## config.mk

```make
export PLATFORM = sky130hd
export DESIGN_NAME = peripheral_irq_flags_reset_status
export DESIGN_NICKNAME = d
export VERILOG_FILES = /design/src/sticky_flag_cell.v /design/src/peripheral_irq_flags_reset_status.v
export VERILOG_INCLUDE_DIRS = /design/src
export SDC_FILE = /design/constraint.sdc
export NUM_CORES = 1
export LEC_CHECK = 0
export BUFFER_PORTS_ARGS = -buffer_cell sky130_fd_sc_hd__buf_2
export CAP_MARGIN = 10
export CORE_UTILIZATION = 43
export DETAILED_ROUTE_END_ITERATION = 6
export MAX_ROUTING_LAYER = met4
export PLACE_DENSITY = 0.78
export SETUP_SLACK_MARGIN = 0.5
export SLEW_MARGIN = 0
export SYNTH_ARGS = -nofsm -noshare
export SYNTH_HDL_FRONTEND = slang
export SYNTH_HIERARCHICAL = 1
export SYNTH_SLANG_ARGS = --single-unit
```

## constraint.sdc

```tcl
create_clock -name i_clock -period 3.1 [get_ports i_clock]
set_input_delay 0.465 -clock i_clock [delete_from_list [all_inputs] [get_ports i_clock]]
set_output_delay 0.465 -clock i_clock [all_outputs]
set_load 0.02 [all_outputs]
```

## src/irq_flags_defines.vh

```
// Functional notes
// RULE_01: Flags set regardless of any enable.
// RULE_02: Software clears stale flags before enabling.
// RULE_03: Parallel port transfer sets bit 7.
// RULE_04: Conversion finish sets bit 6.
// RULE_05: Bit 5 mirrors receive buffer full.
// RULE_06: Bit 4 mirrors transmit buffer empty.
// RULE_07: Sync serial completion sets bit 3.
// RULE_08: Bit 2 sets on capture/compare, not PWM.
// RULE_09: Timer two period match sets bit 1.
// RULE_10: Timer one overflow sets bit 0.
// RULE_11: Missing peripherals leave their flags reserved.
// RULE_12: Second enable register holds bit 0 only.
// RULE_13: Second flag register holds capcmp two flag.
// RULE_14: Power-on reset clears bit 1, software sets.
// RULE_15: Brown-out reset clears bit 0, software sets.
// RULE_16: Disabled brown-out detector leaves bit 0 meaningless.
// RULE_17: Unused upper bits read as zero.
// RULE_18: Peripheral group enable gates peripheral interrupts.
// RULE_19: Global enable gates all interrupts.
// RULE_20: Request is gated OR of enabled flags.
`ifndef IRQ_FLAGS_DEFINES_VH
`define IRQ_FLAGS_DEFINES_VH

`define APB_ADDR_W          10
`define APB_DATA_W          32

`define IDX_IRQ_CONTROL     8'h0b
`define IDX_FLAGS_A         8'h0c
`define IDX_FLAGS_B         8'h0d
`define IDX_ENABLES_A       8'h8c
`define IDX_ENABLES_B       8'h8d
`define IDX_RESET_CAUSE     8'h8e

`define BIT_PARALLEL        7
`define BIT_CONVERSION      6
`define BIT_SERIAL_RX       5
`define BIT_SERIAL_TX       4
`define BIT_SYNC_SERIAL     3
`define BIT_CAPCMP_ONE      2
`define BIT_PERIOD_MATCH    1
`define BIT_TIMER_ONE       0
`define BIT_CAPCMP_TWO      0
`define BIT_POWER_ON        1
`define BIT_BROWNOUT        0
`define BIT_GLOBAL_ENABLE   7
`define BIT_GROUP_ENABLE    6

`define CAPCMP_MODE_CAPTURE 2'h0
`define CAPCMP_MODE_COMPARE 2'h1
`define CAPCMP_MODE_PWM     2'h2

`define BYTE_ZERO           8'h00
`define WORD_ZERO           32'h0000_0000
`define FLAGS_A_SW_MASK     8'hcf

`endif

```

## src/sticky_flag_cell.v

```verilog
module sticky_flag_cell #(
	parameter IMPLEMENTED = 1
) (
	input  wire i_clock,
	input  wire i_rst,
	input  wire i_set,
	input  wire i_write,
	input  wire i_wdata,
	output wire o_flag
);

	reg flag_q;
	reg flag_d;

	// A hardware set in the same cycle as a software write wins.
	always @* begin
		flag_d = flag_q;
		if (i_write) begin
			flag_d = i_wdata;
		end
		if (i_set) begin
			flag_d = 1'b1;
		end
		if (IMPLEMENTED == 0) begin
			flag_d = 1'b0;
		end
	end

	always @(posedge i_clock) begin
		if (i_rst) begin
			flag_q <= 1'b0;
		end else begin
			flag_q <= flag_d;
		end
	end

	assign o_flag = flag_q;

endmodule // sticky_flag_cell

```

## src/peripheral_irq_flags_reset_status.v

```verilog
`include "irq_flags_defines.vh"

module peripheral_irq_flags_reset_status #(
	parameter HAS_PARALLEL_PORT = 1,
	parameter HAS_CONVERTER     = 1
) (
	input  wire                   i_clock,
	input  wire                   i_rst,
	input  wire                   i_power_on_reset,
	input  wire                   i_brownout_reset,
	input  wire                   i_brownout_detect_enable,
	input  wire                   i_parallel_port_done,
	input  wire                   i_conversion_done,
	input  wire                   i_serial_rx_full,
	input  wire                   i_serial_tx_empty,
	input  wire                   i_sync_serial_done,
	input  wire [1:0]             i_capcmp_one_mode,
	input  wire                   i_capcmp_one_capture,
	input  wire                   i_capcmp_one_match,
	input  wire [1:0]             i_capcmp_two_mode,
	input  wire                   i_capcmp_two_capture,
	input  wire                   i_capcmp_two_match,
	input  wire                   i_period_match,
	input  wire                   i_timer_one_overflow,
	input  wire                   i_psel,
	input  wire                   i_penable,
	input  wire                   i_pwrite,
	input  wire [`APB_ADDR_W-1:0] i_paddr,
	input  wire [`APB_DATA_W-1:0] i_pwdata,
	output wire [`APB_DATA_W-1:0] o_prdata,
	output wire                   o_pready,
	output wire                   o_pslverr,
	output wire                   o_irq
);

	localparam [`APB_ADDR_W-1:0] ADDR_IRQ_CONTROL =
		{`IDX_IRQ_CONTROL, 2'h0};
	localparam [`APB_ADDR_W-1:0] ADDR_FLAGS_A = {`IDX_FLAGS_A, 2'h0};
	localparam [`APB_ADDR_W-1:0] ADDR_FLAGS_B = {`IDX_FLAGS_B, 2'h0};
	localparam [`APB_ADDR_W-1:0] ADDR_ENABLES_A = {`IDX_ENABLES_A, 2'h0};
	localparam [`APB_ADDR_W-1:0] ADDR_ENABLES_B = {`IDX_ENABLES_B, 2'h0};
	localparam [`APB_ADDR_W-1:0] ADDR_RESET_CAUSE =
		{`IDX_RESET_CAUSE, 2'h0};

	// Bits of the first flag and enable registers that exist here.
	localparam [7:0] PRESENT_MASK = {
		(HAS_PARALLEL_PORT != 0),
		(HAS_CONVERTER != 0),
		6'h3f
	};

	wire       setup_phase;
	wire       access_phase;
	wire       wr_access;
	wire       hit_control;
	wire       hit_flags_a;
	wire       hit_flags_b;
	wire       hit_enables_a;
	wire       hit_enables_b;
	wire       hit_cause;
	wire       hit_any;
	wire       wr_flags_a;
	wire       wr_flags_b;
	wire [7:0] wdata_byte;

	wire       set_parallel;
	wire       set_conversion;
	wire       set_sync_serial;
	wire       set_capcmp_one;
	wire       set_capcmp_two;
	wire       set_period_match;
	wire       set_timer_one;

	wire       parallel_port_flag;
	wire       conversion_done_flag;
	wire       serial_rx_full_flag;
	wire       serial_tx_empty_flag;
	wire       sync_serial_flag;
	wire       capcmp_one_flag;
	wire       period_match_flag;
	wire       timer_one_overflow_flag;
	wire       capcmp_two_flag;
	wire [7:0] flags_a;
	wire [7:0] flags_b;

	reg  [7:0] enables_a_q;
	reg  [7:0] enables_a_d;
	reg        capcmp_two_enable_q;
	reg        capcmp_two_enable_d;
	reg        global_irq_enable_q;
	reg        global_irq_enable_d;
	reg        peripheral_group_enable_q;
	reg        peripheral_group_enable_d;
	reg        power_on_status_q;
	reg        power_on_status_d;
	reg        brownout_status_q;
	reg        brownout_status_d;
	reg  [7:0] read_byte;
	reg  [`APB_DATA_W-1:0] prdata_q;
	reg  [`APB_DATA_W-1:0] prdata_d;
	reg        pslverr_q;
	reg        pslverr_d;
	reg        irq_q;
	reg        irq_d;

	// The slave never stretches a transfer, so the access phase is the
	// single cycle in which a write lands.
	assign setup_phase   = i_psel & ~i_penable;
	assign access_phase  = i_psel & i_penable;
	assign wr_access     = access_phase & i_pwrite;
	assign hit_control   = (i_paddr == ADDR_IRQ_CONTROL);
	assign hit_flags_a   = (i_paddr == ADDR_FLAGS_A);
	assign hit_flags_b   = (i_paddr == ADDR_FLAGS_B);
	assign hit_enables_a = (i_paddr == ADDR_ENABLES_A);
	assign hit_enables_b = (i_paddr == ADDR_ENABLES_B);
	assign hit_cause     = (i_paddr == ADDR_RESET_CAUSE);
	assign hit_any       = hit_control | hit_flags_a | hit_flags_b |
		hit_enables_a | hit_enables_b | hit_cause;
	assign wr_flags_a    = wr_access & hit_flags_a;
	assign wr_flags_b    = wr_access & hit_flags_b;
	assign wdata_byte    = i_pwdata[7:0];

	// Condition pulses feed the flags with no enable in the path.
	assign set_parallel     = i_parallel_port_done; // [RULE_01] [RULE_03]
	assign set_conversion   = i_conversion_done; // [RULE_04]
	assign set_sync_serial  = i_sync_serial_done; // [RULE_07]
	assign set_period_match = i_period_match; // [RULE_09]
	assign set_timer_one    = i_timer_one_overflow; // [RULE_10]

	// In PWM mode neither unit raises its flag.
	assign set_capcmp_one =
		((i_capcmp_one_mode == `CAPCMP_MODE_CAPTURE) &
		i_capcmp_one_capture) |
		((i_capcmp_one_mode == `CAPCMP_MODE_COMPARE) &
		i_capcmp_one_match); // [RULE_08]
	assign set_capcmp_two =
		((i_capcmp_two_mode == `CAPCMP_MODE_CAPTURE) &
		i_capcmp_two_capture) |
		((i_capcmp_two_mode == `CAPCMP_MODE_COMPARE) &
		i_capcmp_two_match); // [RULE_13]

	// A variant without the port keeps the position reserved at zero.
	sticky_flag_cell #(
		.IMPLEMENTED (HAS_PARALLEL_PORT) // [RULE_11]
	) u_parallel_flag (
		.i_clock (i_clock),
		.i_rst   (i_rst),
		.i_set   (set_parallel),
		.i_write (wr_flags_a),
		.i_wdata (wdata_byte[`BIT_PARALLEL]),
		.o_flag  (parallel_port_flag)
	);

	sticky_flag_cell #(
		.IMPLEMENTED (HAS_CONVERTER) // [RULE_11]
	) u_conversion_flag (
		.i_clock (i_clock),
		.i_rst   (i_rst),
		.i_set   (set_conversion),
		.i_write (wr_flags_a),
		.i_wdata (wdata_byte[`BIT_CONVERSION]),
		.o_flag  (conversion_done_flag)
	);

	sticky_flag_cell #(
		.IMPLEMENTED (1)
	) u_sync_serial_flag (
		.i_clock (i_clock),
		.i_rst   (i_rst),
		.i_set   (set_sync_serial),
		.i_write (wr_flags_a),
		.i_wdata (wdata_byte[`BIT_SYNC_SERIAL]),
		.o_flag  (sync_serial_flag)
	);

	sticky_flag_cell #(
		.IMPLEMENTED (1)
	) u_capcmp_one_flag (
		.i_clock (i_clock),
		.i_rst   (i_rst),
		.i_set   (set_capcmp_one),
		.i_write (wr_flags_a),
		.i_wdata (wdata_byte[`BIT_CAPCMP_ONE]),
		.o_flag  (capcmp_one_flag)
	);

	sticky_flag_cell #(
		.IMPLEMENTED (1)
	) u_period_match_flag (
		.i_clock (i_clock),
		.i_rst   (i_rst),
		.i_set   (set_period_match),
		.i_write (wr_flags_a),
		.i_wdata (wdata_byte[`BIT_PERIOD_MATCH]),
		.o_flag  (period_match_flag)
	);

	sticky_flag_cell #(
		.IMPLEMENTED (1)
	) u_timer_one_flag (
		.i_clock (i_clock),
		.i_rst   (i_rst),
		.i_set   (set_timer_one),
		.i_write (wr_flags_a),
		.i_wdata (wdata_byte[`BIT_TIMER_ONE]),
		.o_flag  (timer_one_overflow_flag)
	);

	sticky_flag_cell #(
		.IMPLEMENTED (1)
	) u_capcmp_two_flag (
		.i_clock (i_clock),
		.i_rst   (i_rst),
		.i_set   (set_capcmp_two),
		.i_write (wr_flags_b),
		.i_wdata (wdata_byte[`BIT_CAPCMP_TWO]),
		.o_flag  (capcmp_two_flag)
	); // [RULE_13]

	// The serial flags are live views of the buffer state; writes to
	// these two positions are dropped.
	assign serial_rx_full_flag  = i_serial_rx_full; // [RULE_05]
	assign serial_tx_empty_flag = i_serial_tx_empty; // [RULE_06]

	assign flags_a = {
		parallel_port_flag,
		conversion_done_flag,
		serial_rx_full_flag,
		serial_tx_empty_flag,
		sync_serial_flag,
		capcmp_one_flag,
		period_match_flag,
		timer_one_overflow_flag
	};
	assign flags_b = {7'h00, capcmp_two_flag}; // [RULE_17]

	always @* begin
		enables_a_d               = enables_a_q;
		capcmp_two_enable_d       = capcmp_two_enable_q;
		global_irq_enable_d       = global_irq_enable_q;
		peripheral_group_enable_d = peripheral_group_enable_q;
		if (wr_access & hit_enables_a) begin
			enables_a_d = wdata_byte & PRESENT_MASK; // [RULE_11]
		end
		if (wr_access & hit_enables_b) begin
			capcmp_two_enable_d = wdata_byte[`BIT_CAPCMP_TWO]; // [RULE_12]
		end
		if (wr_access & hit_control) begin
			global_irq_enable_d       = wdata_byte[`BIT_GLOBAL_ENABLE];
			peripheral_group_enable_d = wdata_byte[`BIT_GROUP_ENABLE];
		end
	end

	always @(posedge i_clock) begin
		if (i_rst) begin
			enables_a_q               <= `BYTE_ZERO;
			capcmp_two_enable_q       <= 1'b0; // [RULE_12]
			global_irq_enable_q       <= 1'b0;
			peripheral_group_enable_q <= 1'b0;
		end else begin
			enables_a_q               <= enables_a_d;
			capcmp_two_enable_q       <= capcmp_two_enable_d;
			global_irq_enable_q       <= global_irq_enable_d;
			peripheral_group_enable_q <= peripheral_group_enable_d;
		end
	end

	// The cause bits survive the ordinary reset so that software can
	// tell afterwards which kind of reset hit the device. A power-on pulse, or a
	// brown-out pulse while detection is enabled, beats a software write landing in the same cycle.
	always @* begin
		power_on_status_d = power_on_status_q;
		brownout_status_d = brownout_status_q;
		if (wr_access & hit_cause) begin
			power_on_status_d = wdata_byte[`BIT_POWER_ON]; // [RULE_14]
			brownout_status_d = wdata_byte[`BIT_BROWNOUT]; // [RULE_15]
		end
		if (i_brownout_reset & i_brownout_detect_enable) begin
			brownout_status_d = 1'b0; // [RULE_15] [RULE_16]
		end
		if (i_power_on_reset) begin
			power_on_status_d = 1'b0; // [RULE_14]
			brownout_status_d = 1'b0;
		end
	end

	always @(posedge i_clock) begin
		power_on_status_q <= power_on_status_d;
		brownout_status_q <= brownout_status_d;
	end

	always @* begin
		read_byte = `BYTE_ZERO;
		if (hit_control) begin
			read_byte[`BIT_GLOBAL_ENABLE] = global_irq_enable_q;
			read_byte[`BIT_GROUP_ENABLE]  = peripheral_group_enable_q;
		end
		if (hit_flags_a) begin
			read_byte = flags_a;
		end
		if (hit_flags_b) begin
			read_byte = flags_b;
		end
		if (hit_enables_a) begin
			read_byte = enables_a_q;
		end
		if (hit_enables_b) begin
			read_byte[`BIT_CAPCMP_TWO] = capcmp_two_enable_q; // [RULE_17]
		end
		if (hit_cause) begin
			read_byte[`BIT_POWER_ON] = power_on_status_q; // [RULE_17]
			read_byte[`BIT_BROWNOUT] = brownout_status_q;
		end
	end

	// Read data and the error answer are captured in the setup cycle so
	// that both come from flip-flops during the access cycle.
	always @* begin
		prdata_d  = prdata_q;
		pslverr_d = pslverr_q;
		if (setup_phase) begin
			prdata_d  = {24'h00_0000, read_byte};
			pslverr_d = ~hit_any;
		end
	end

	always @(posedge i_clock) begin
		if (i_rst) begin
			prdata_q  <= `WORD_ZERO;
			pslverr_q <= 1'b0;
		end else begin
			prdata_q  <= prdata_d;
			pslverr_q <= pslverr_d;
		end
	end

	always @* begin
		irq_d = global_irq_enable_q & peripheral_group_enable_q &
			(|(flags_a & enables_a_q) |
			(capcmp_two_flag & capcmp_two_enable_q)); // [RULE_18] [RULE_19] [RULE_20]
	end

	always @(posedge i_clock) begin
		if (i_rst) begin
			irq_q <= 1'b0;
		end else begin
			irq_q <= irq_d;
		end
	end

	assign o_prdata  = prdata_q;
	assign o_pready  = 1'b1;
	assign o_pslverr = pslverr_q & access_phase;
	assign o_irq     = irq_q;

endmodule // peripheral_irq_flags_reset_status

```

**Yosys cells after proc, flatten, opt, wreduce, memory -nomap -nowiden**

Cells that the tools add are included.

- Eq/ne operators: 8
- Mux-type cells: 20
- Bitwise gates (word level): 29
- Reduce and logical (&&, ||, !) cells: 11

Operator list:

| cell | count |
|---|---|
| 10-bit equality test (second input constant) | 3 |
| 10-bit by 6-bit equality test with 1-bit output (second input constant) | 3 |
| 8-bit 2-to-1 mux | 3 |
| 1-bit bitwise AND | 18 |
| 1-bit 2-to-1 mux | 15 |
| 2-bit nonzero test | 7 |
| 8-bit bitwise AND | 1 |
| 1-bit bitwise OR | 8 |
| 8-bit OR reduction | 1 |
| 2-bit by 1-bit equality test with 1-bit output (second input constant) | 2 |
| 2-bit logical NOT | 2 |
| 2-bit 2-to-1 mux | 2 |
| 1-bit inverter | 2 |
| 2-bit OR reduction | 1 |

- Register bits after elaboration: 30
- Input port bits: 65
- Output and inout bits: 35
- Word-level logic and storage cells: 84

**Depth between registers and ports, before layout**

Gate-level depths: netlist of run 1.

- Depth after elaboration: 7
- Mapped depth: 6

**Modules after synthesis**

The synthesis of run 1 kept the hierarchy.

Modules (own cells, without submodules):

| module | times used | cells each | area an instance (um^2) | sequential area each (um^2) |
|---|---|---|---|---|
| peripheral_irq_flags_reset_status | 1 | 166 | 1423.9 | 460.4 |
| sticky_flag_cell | 7 | 4 | 38.8 | 20.0 |

**Worst setup path after synthesis of run 1**

No wires, ideal clock.

- Path kind: input to register
- Start: input port i_paddr[8]
- End: register u_capcmp_one_flag.flag_q (netlist: u_capcmp_one_flag/o_flag)
- Setup time: 0.118 ns
- Arrival: 2.649 ns
- Setup slack: 0.332 ns
- Stages on the path: 6
- Buffers on the path: 1
- Path through: or4_1 -> buf_2 -> nor3_1 -> nor3b_1 -> mux2i_1 -> a21oi_1

- Word-level cells in the longest chain between the ends: 3

RTL lines:

| element | line | RTL |
|---|---|---|
| start: declaration | peripheral_irq_flags_reset_status.v:28 | `` input wire [`APB_ADDR_W-1:0] i_paddr, `` |
| 10-bit by 6-bit equality test with 1-bit output | peripheral_irq_flags_reset_status.v:112 | `assign hit_flags_a = (i_paddr == ADDR_FLAGS_A);` |
| 1-bit bitwise AND | peripheral_irq_flags_reset_status.v:119 | `assign wr_flags_a = wr_access & hit_flags_a;` |
| named net wr_flags_a | peripheral_irq_flags_reset_status.v:62 | `wire wr_flags_a;` |
| 2-bit nonzero test (no line) | - |  |
| end signal: assignment | sticky_flag_cell.v:33 | `flag_q <= flag_d;` |
| end: declaration | sticky_flag_cell.v:12 | `reg flag_q;` |

The timed path passes the listed nets, and every way through them passes these cells.
A chain may end at the register's enable or synchronous reset.

**Final worst setup path of run 1**

- Start: input port i_paddr[8]
- End: register u_sync_serial_flag.flag_q (netlist: u_sync_serial_flag/o_flag)

- Word-level cells in the longest chain between the ends: 3

RTL lines:

| element | line |
|---|---|
| 10-bit by 6-bit equality test with 1-bit output | peripheral_irq_flags_reset_status.v:112 |
| 1-bit bitwise AND | peripheral_irq_flags_reset_status.v:119 |
| named net wr_flags_a | peripheral_irq_flags_reset_status.v:62 |
| 2-bit nonzero test (no line) | - |
| end signal: assignment | sticky_flag_cell.v:33 |
| end: declaration | sticky_flag_cell.v:12 |

The timed path passes the listed nets, and every way through them passes these cells.

==> results of run 1 <==
==> where the power goes <==
part	internal, uW	switching, uW	total [uW]
registers	395	6.76	402
logic	39.4	71.3	111
clock network	170	129	299
==> worst max path at each step <==
stage,end,cells past startpoint,startpoint
after global routing,u_parallel_flag/o_flag,8,i_paddr[8]
after global placement,u_conversion_flag/o_flag,8,i_paddr[8]
after CTS,u_sync_serial_flag/o_flag,8,i_paddr[8]
final,u_sync_serial_flag/o_flag,8,i_paddr[8]
after floorplan,u_capcmp_one_flag/o_flag,6,i_paddr[8]
after detailed placement,u_sync_serial_flag/o_flag,8,i_paddr[8]
==> cells in the mapped netlist (all sizes together) (2+ instances only) <==
cell type  count
dfxtp         30
nor2b          3
nand3          8
nand2b         2
nor4           3
clkbuf         5
nor2          22
mux2i         23
and3           2
inv            7
nand2         10
or4            2
a22oi          2
buf           29
nor3           4
conb           2
a21oi         12
nand3b         4
mux2           7
a311oi         3
==> worst reg2reg max path, delay by kind of cell, from the launching register on <==
kind	cells	cell delay, ps
compound gates	2	560
flops	1	330
simple gates	2	200
==> layer usage <==
metal	track usage [%]	share of wire, %	vias to the layer above	wire length (microns)
met2	30.5	47	58	1680
li1	-	-	725	-
met1	21.3	45	669	1610
met4	6.94	1.8	0	63
met5	-	0	-	0
met3	5.11	6.0	7	214
==> layout make-up <==
| class | count | share of cell area (%) |
|---|---|---|
| Clock buffer | 6 | 4.22 |
| Inverter | 7 | 1.34 |
| Multi-Input combinational cell | 146 | 47.1 |
| Sequential cell | 30 | 30.7 |
| Tap cell | 48 | 3.07 |
| Timing Repair Buffer | 52 | 13.6 |
==> flip-flops by register name, indices dropped and copies added (netlist names) <==
register / cells
brownout_status_q: 1
global_irq_enable_q: 1
u_capcmp_two_flag/o_flag: 1
o_irq: 1
enables_a_q: 8
o_prdata: 8
power_on_status_q: 1
u_conversion_flag/o_flag: 1
u_sync_serial_flag/o_flag: 1
u_timer_one_flag/o_flag: 1
u_parallel_flag/o_flag: 1
capcmp_two_enable_q: 1
u_period_match_flag/o_flag: 1
peripheral_group_enable_q: 1
pslverr_q: 1
u_capcmp_one_flag/o_flag: 1
==> stage by stage <==
| step | area, sq um | hold WS (ps) | util, % |
|---|---|---|---|
| 6_report | 1960 | 364 | 52.7 |
| 5_1_grt | 1960 | 369 | 52.7 |
| 4_1_cts | 1960 | 361 | 52.7 |
| 3_5_place_dp | 1870 | 443 | 50.4 |
| 3_3_place_gp | 1870 | 441 | 50.4 |
| 2_1_floorplan | 1790 | 427 | - |
==> cell families (layout without fill, tap and decap cells) <==
family          count (synthesis)  in the layout  share of synthesized area [%]
simple gates                   66             66                           20.5
compound gates                 25             25                           9.82
flops                          30             30                           35.4
other cells                     2             25                          0.443
mux                            30             30                           18.2
buf+inv                        41             65                           15.6
==> results.sh, run 1 <==
export IMPL_status="finished clean"
export IMPL_crit_buf_inv=3
export IMPL_syn_area_per_cell_sq_um=8.74
export IMPL_power_uw=812
export IMPL_routed_wl_microns=3560
export IMPL_hold_viol_final=0
export IMPL_slew_viol_final=0
export IMPL_drive_above_1_share_pct=28.2
export IMPL_area_growth_pct=15.4
export IMPL_whs_path_depth=2
export IMPL_num_fill_cells=361
export IMPL_clock_path_buffers=2
export IMPL_grt_overflow=0
export IMPL_ys_types=39
export IMPL_clkSinkCount=30
export IMPL_final_cells=289
export IMPL_postSynthCellCount=194
export IMPL_clk_pin_slew_ps=60
export IMPL_vias=1459
export IMPL_whs_endpoint="brownout_status_q"
export IMPL_finalSetupViolCount=0
export IMPL_die_area_sq_um=4200
export IMPL_min_delay_start="i_power_on_reset"
export IMPL_ioPinCount=100
export IMPL_nets=307
export IMPL_final_cell_mix="50 x buf_2, 30 x dfxtp_1, 25 x conb_1"
export IMPL_grt_pass1_wl_microns=5710
export IMPL_setup_tns_final_ps=0
export IMPL_period_minus_slack_ps=2090
export IMPL_p_leak_uw=0.000924
export IMPL_final_common_cell="buf_2"
export IMPL_slowest_delay_ps=640
export IMPL_fp_coreArea_sq_um=3720
export IMPL_insertion_delay_ps=280
export IMPL_hold_buffers=0
export IMPL_drcViolationCount=0
export IMPL_synth_ff_type="dfxtp_1"
export IMPL_required_ps=3240
export IMPL_cts_resized=0
export IMPL_crit_top_cell="buf_4"
export IMPL_reg2reg_to="o_irq"
export IMPL_yosys_top_cells_area="dfxtp_1 35%, mux2i_1 14%, buf_4 11%"
export IMPL_path_delay_family="simple AND/OR/NAND/NOR gates"
export IMPL_maxSlewHeadroom_pct=52.4
export IMPL_fmax_mhz=479
export IMPL_yosys_warnings=6
export IMPL_place_gp_congestion=0.813
export IMPL_power_density_nw_per_um2=415
export IMPL_firstDrtPassIters=4
export IMPL_worstPathArrival_ps=2230
export IMPL_r2r_start="u_capcmp_two_flag/o_flag"
export IMPL_synth_seq_cells=30
export IMPL_grt_use_total_pct=18.5
export IMPL_reg2reg_slack_ps=1880
export IMPL_htreeDepth=2
export IMPL_synth_area_sq_um=1700
export IMPL_drv_cap=0
export IMPL_rows=22
export IMPL_synth_top_area_share_pct=35.4
export IMPL_drt_iter0_markers=54
export IMPL_antenna_found_initial=0
export IMPL_start_kind="input port"
export IMPL_grt_max_degree=29
export IMPL_cts_setup_buffers=0
export IMPL_yosysSeqAreaShare_pct=35.4
export IMPL_portBuffers=50
export IMPL_vdd_drop_max_mv=0.254
export IMPL_worst_slack_ps=1010
export IMPL_period_share_pct=67.4
export IMPL_die_w_microns=64.8
export IMPL_post_drt_wl_per_cell_microns=12.3
export IMPL_diodes=0
export IMPL_hpwl_microns=2690
export IMPL_synth_edf_count=0
export IMPL_dp_slack_ps=749
export IMPL_synth_largest_area_cell="dfxtp_1"
export IMPL_multi_input_area_sq_um=922
export IMPL_async_flop_share_pct=0
export IMPL_cts_tree="built"
export IMPL_cts_inserted_buffers=5
export IMPL_ant_nets=0
export IMPL_worstPathMaxFanout=7
export IMPL_crit_path_top_delay_cell="or4_1"
export IMPL_fin_worst_skew_ps=1.81
export IMPL_die_y_microns=64.8
export IMPL_tightest_slew_ps=713
export IMPL_cts_root_buf="clkbuf_8"
export IMPL_rsz0062_at_grt="false"
export IMPL_critical_path_class="input port to flop"
export IMPL_crit_path_cell_trace="buf_2, or4_1, nor3_1, buf_4, nor3b_2, buf_4, mux2i_1, a21oi_1"
export IMPL_post_place_cells=283
export IMPL_seq_area_sq_um=601
export IMPL_rr_worst_depth=4
export IMPL_viasPerCell=5.05
export IMPL_floorplan_initialDensity_pct=45.6
export IMPL_first_global_vias=1286
export IMPL_hp_class="input port to flop"
export IMPL_cp_end_kind="flop"
Power figures use the tool's default switching activity.
==> run 2, diff against run 1 <==
Settings changed: ABC_AREA from default to 1, CORE_UTILIZATION 43 to 45, PLACE_DENSITY 0.78 to 0.8.
Clock period 3.1 ns to 2.1 ns, I/O delays scaled along.
==> run 2 against run 1 <==
  * Final cell count grew 28%
  * Synthesized cell count grew 40%
  * First-iteration DRC count grew 110%
  * Critical path type unchanged
  * Critical endpoint is now u_parallel_flag/o_flag
  * Largest cell class unchanged
  * Highest routed layer unchanged
==> results.sh, run 2 <==
export IMPL_synthAdderAreaFrac_pct=0
export IMPL_async_flop_share_pct=0
export IMPL_synth_compound_area_share_pct=15.6
export IMPL_cts_tree="built"
export IMPL_drt_iter0_markers=116
export IMPL_start_kind="input port"
export IMPL_postSynthCellCount=271
export IMPL_reg2reg_slack_ps=1270
export IMPL_fmax_mhz=719
export IMPL_seq_area_sq_um=601
export IMPL_viasPerCell=4.68
export IMPL_cts_inserted_buffers=5
export IMPL_synth_edf_count=0
export IMPL_final_cell_mix="50 x buf_2, 45 x nor2_1, 38 x inv_1"
export IMPL_fin_worst_skew_ps=3.66
export IMPL_firstDrtPassIters=5
export IMPL_period_minus_slack_ps=1390
export IMPL_maxSlewHeadroom_pct=61.8
export IMPL_clock_path_buffers=2
export IMPL_rr_worst_depth=4
export IMPL_cts_root_buf="clkbuf_8"
export IMPL_diodes=0
export IMPL_first_global_vias=1455
export IMPL_post_drt_wl_per_cell_microns=9.92
export IMPL_synth_xor_area_share_pct=0
export IMPL_drive_above_1_share_pct=24.1
export IMPL_synth_area_sq_um=1820
export IMPL_crit_path_top_delay_cell="nor2_8"
export IMPL_power_density_nw_per_um2=592
export IMPL_reg2reg_to="o_prdata[0]"
export IMPL_synth_seq_cells=30
export IMPL_placed_cell_area_sq_um=2020
export IMPL_slowest_delay_ps=210
export IMPL_rsz0062_at_grt="false"
export IMPL_slew_viol_final=0
export IMPL_ant_nets=0
export IMPL_r2r_start="u_capcmp_two_flag/o_flag"
export IMPL_die_y_microns=65.7
export IMPL_critical_path_class="input port to flop"
export IMPL_crit_path_cell_trace="buf_2, nor2_2, nand2_2, nor2_8, nand2_4, nor2_1, buf_4, nor2_1, nor2_1, nor2_1"
export IMPL_routed_wl_microns=3680
export IMPL_synth_top_area_share_pct=32.9
export IMPL_grt_overflow=0
export IMPL_drcViolationCount=0
export IMPL_synth_largest_area_cell="dfxtp_1"
export IMPL_rows=22
export IMPL_worstPathMaxFanout=12
export IMPL_vdd_drop_max_mv=0.251
export IMPL_htreeDepth=2
export IMPL_finalSetupViolCount=0
export IMPL_hpwl_microns=2730
export IMPL_ys_types=29
export IMPL_clk_pin_slew_ps=60
export IMPL_die_area_sq_um=4310
export IMPL_fin_area_sq_um=2100
export IMPL_grt_use_total_pct=18.7
export IMPL_tightest_slew_ps=573
export IMPL_yosys_area_share_simple_pct=30.8
export IMPL_hold_viol_final=0
export IMPL_nets=389
export IMPL_antenna_found_initial=0
export IMPL_cp_endpoint="u_parallel_flag/o_flag"
export IMPL_synthMuxAreaShare_pct=0
export IMPL_hp_class="input port to flop"
export IMPL_crit_start="i_paddr[1]"
export IMPL_cp_end_kind="flop"
export IMPL_grt_pass1_wl_microns=5930
export IMPL_required_ps=2270
export IMPL_place_gp_congestion=0.919
export IMPL_floorplan_initialDensity_pct=48.4
export IMPL_synth_most_common_cell="nor2_1"
export IMPL_crit_top_cell="nor2_1"
export IMPL_clkSinkCount=30
export IMPL_yosysSeqAreaShare_pct=32.9
export IMPL_synth_top_family_by_area="simple AND/OR/NAND/NOR gates"
export IMPL_yosys_top_cells_count="45 x nor2_1, 38 x inv_1, 33 x nand2_1"
export IMPL_num_fill_cells=374
export IMPL_vias=1735
export IMPL_cts_resized=0
export IMPL_p_leak_uw=0.00109
export IMPL_multi_input_area_sq_um=941
export IMPL_hold_buffers=0
export IMPL_setup_tns_final_ps=0
export IMPL_synth_ff_type="dfxtp_1"
export IMPL_portBuffers=50
export IMPL_insertion_delay_ps=280
export IMPL_worstPathArrival_ps=1560
export IMPL_syn_area_per_cell_sq_um=6.73
export IMPL_period_share_pct=66.2
export IMPL_hold_slack_ps=305
export IMPL_fp_coreArea_sq_um=3770
export IMPL_yosys_warnings=6
export IMPL_area_growth_pct=15.3
export IMPL_final_common_cell="buf_2"
export IMPL_status="finished clean"
export IMPL_die_w_microns=65.7
export IMPL_cts_setup_buffers=0
export IMPL_grt_max_degree=18
export IMPL_ioPinCount=100
export IMPL_yosys_top_cells_area="dfxtp_1 33%, buf_4 10%, nor2_1 9.3%"
export IMPL_drv_cap=0
## run 2: cell types whose count changed after synthesis, moves of 4 or more
cell	previous run	this run
mux2_2	7	0
a21oi_1	12	18
nand3_1	8	18
nand2_1	10	33
inv_1	7	38
nand2_2	0	5
nor2_1	22	45
o21ai_1	0	10
clkbuf_1	5	1
o21ai_0	1	14
inv_2	0	5
nor2_2	0	5
mux2i_1	23	0
## run 2: power by group
part           internal [uW]  switching [uW]
Clock                    252             200
Sequential               588            10.9
Combinational           62.3             131
Total                    903             342
## run 2: routing by layer
metal	global-route usage (%)	up-vias	wire length, microns
met4	8.70	0	69
met5	-	-	0
met2	28.6	89	1600
li1	-	910	-
met3	5.38	8	351
met1	22.6	728	1660
## run 2: per-stage QoR
step	std cells	util (%)	worst slack [ps]	total power [uW]
global route	371	55.8	601	1310
detailed placement	365	53.6	435	803
floorplan	294	-	509	768
CTS	371	55.8	726	1250
global placement	365	53.6	490	800
finish	371	55.8	710	1240
## run 2: area by class of cell
type	count	area share, %
multi-input cells	193	44.7
flip-flops and latches	30	28.6
repair buffers	51	12.3
inverters	43	7.67
clock buffers	6	3.93
well taps	48	2.86
## run 2: cells by family (layout without fill, tap and decap cells)
group                  after synthesis  after routing
flip-flops                          30             30
other                                2             25
AO/OA/AOI/OAI                       52             52
buffers and inverters               71            100
AND/OR/NAND/NOR                    116            116
## run 2: worst min path at each step
stage	start	to	slack [ps]	cells past startpoint
3_3_place_gp	enables_a_q[0]	enables_a_q[0]	450	2
2_1_floorplan	i_rst	o_prdata[0]	380	1
6_report	i_power_on_reset	power_on_status_q	300	4
3_5_place_dp	global_irq_enable_q	o_irq	450	2
4_1_cts	i_power_on_reset	brownout_status_q	300	4
5_1_grt	i_power_on_reset	power_on_status_q	310	4
## run 2: worst max-delay path, delay by kind of cell
family,cells,cell delay [ps]
simple gates,8,930
buf+inv,2,300
==> run 3, diff against run 2 <==
Clock period 2.1 ns to 1.4 ns, I/O delays scaled along.
==> run 3 against run 2 <==
  * First-iteration DRC count up 44%
  * Sequential power is 52% higher
  * Core utilization grew 20 points
  * Design area up 36%
  * Wire length increased by 60%
  * Register-to-register slack got worse by 810 ps
  * Critical path depth is the same
  * Clock-buffer cell count is the same
  * Clock power increased by 96%
  * Largest power group unchanged
==> results.sh, run 3 (synthesis results as in run 2) <==
export IMPL_status="finished clean"
export IMPL_post_drt_wl_per_cell_microns=14.7
export IMPL_clock_path_buffers=2
export IMPL_ioPinCount=100
export IMPL_drive_above_1_share_pct=49.0
export IMPL_area_growth_pct=56.4
export IMPL_final_cell_mix="35 x nor2_1, 34 x inv_1, 34 x buf_2"
export IMPL_final_common_cell="nor2_1"
export IMPL_viasPerCell=5.21
export IMPL_floorplan_initialDensity_pct=48.4
export IMPL_vdd_drop_max_mv=0.636
export IMPL_rows=22
export IMPL_placed_cell_area_sq_um=2150
export IMPL_rsz0062_at_grt="true"
export IMPL_fin_area_sq_um=2850
export IMPL_hpwl_microns=2980
export IMPL_diodes=0
export IMPL_worst_slack_ps=271
export IMPL_place_gp_congestion=0.841
export IMPL_fp_coreArea_sq_um=3770
export IMPL_portBuffers=50
export IMPL_maxSlewHeadroom_pct=60.2
export IMPL_cts_inserted_buffers=5
export IMPL_hold_viol_final=0
export IMPL_num_fill_cells=237
export IMPL_antenna_found_initial=0
export IMPL_power_density_nw_per_um2=778
export IMPL_fmax_mhz=886
export IMPL_nets=418
export IMPL_hold_buffers=0
export IMPL_htreeDepth=2
export IMPL_period_minus_slack_ps=1130
export IMPL_clk_pin_slew_ps=60
export IMPL_tightest_slew_ps=596
export IMPL_die_w_microns=65.7
export IMPL_p_leak_uw=0.00139
export IMPL_cts_tree="built"
export IMPL_slew_viol_final=0
export IMPL_drv_cap=0
export IMPL_seq_area_sq_um=618
export IMPL_start_kind="input port"
export IMPL_clkSinkCount=30
export IMPL_finalSetupViolCount=0
export IMPL_fin_worst_skew_ps=4.03
export IMPL_die_area_sq_um=4310
export IMPL_ant_nets=0
export IMPL_first_global_vias=1803
export IMPL_multi_input_area_sq_um=1240
export IMPL_hp_class="input port to flop"
export IMPL_post_route_util_pct=75.6
export IMPL_critical_path_class="input port to flop"
export IMPL_drt_iter0_markers=167
export IMPL_worstPathArrival_ps=1330
export IMPL_period_share_pct=80.6
export IMPL_grt_pass1_wl_microns=7760
export IMPL_grt_use_total_pct=24.3
export IMPL_grt_overflow=0
export IMPL_cts_root_buf="clkbuf_8"
export IMPL_worstPathMaxFanout=3
export IMPL_insertion_delay_ps=280
export IMPL_dp_slack_ps=-32.3
export IMPL_drcViolationCount=0
export IMPL_cp_end_kind="flop"
export IMPL_routed_wl_microns=5890
export IMPL_required_ps=1610
export IMPL_grt_max_degree=18
export IMPL_firstDrtPassIters=4
export IMPL_vias=2088
export IMPL_die_y_microns=65.7
run 3: cell types whose count changed in the layout (fill, tap and decap cells not counted), moves of 6 or more:
cell,previous run,this run
nand2_1,33,24
dfxtp_1,30,16
dfxtp_2,0,14
a21oi_1,18,9
nand3_1,18,12
buf_6,0,26
o21ai_0,14,6
o21ai_2,0,8
a21oi_2,0,9
nor2_1,45,35
buf_4,1,15
nor2_4,2,13
nand2_4,1,8
buf_2,50,34
run 3: stage by stage:
step	setup TNS (ps)	power (uW)	std cells	hold slack (ps)
floorplan	0	1160	294	279
global placement	0	1230	374	455
detailed placement	-107	1240	374	454
CTS	0	2170	394	205
global route	0	2300	401	212
finish	0	2220	401	199
run 3: routing by layer:
layer / routed length (microns) / GRT usage (%) / part of all wire, % / up-vias
met5: 0 / - / 0 / -
met2: 2900 / 41.6 / 49 / 130
met3: 394 / 5.03 / 6.7 / 28
met1: 2370 / 26.4 / 40 / 954
met4: 228 / 12.2 / 3.9 / 0
li1: - / - / - / 976
run 3: where the power goes:
part	total, uW	leakage, uW	internal (uW)	switching [uW]
Clock	885	0.0000573	568	317
Sequential	910	0.000250	886	23.7
Combinational	423	0.00108	163	260
run 3: worst max-delay path, cell delays in order:
cell and delay [ps]:
buf_6 90, nor2_4 120, nand2_4 100, buf_6 140, nor2_4 150, buf_6 120
nand3_1 70, nand2_1 90, o21bai_1 90, a21oi_1 140
run 3: repair_timing:
item | in CTS | in global routing
gates cloned | 1 | 1
buffers inserted | 12 | 6
gates resized for setup | 73 | 47
pin swaps | 20 | 26
setup endpoints to repair | 39 | 40
run 3: final cells by class:
cell class	count	share of cell area, %
well taps	48	2.11
clock inverters	1	1.05
flip-flops and latches	30	21.7
clock buffers	6	2.89
repair buffers	78	22.1
inverters	43	6.62
multi-input cells	195	43.6
run 3: final timing paths:
kind              cells after the start        endpoint                     from  slack, ps
setup / recovery                     10     o_prdata[0]               i_paddr[7]        270
hold / removal                        3  enables_a_q[3]              i_pwdata[3]        200
setup reg to reg                      4     o_prdata[0]  u_timer_one_flag/o_flag        460
hold reg to reg                       2  enables_a_q[6]           enables_a_q[6]        470
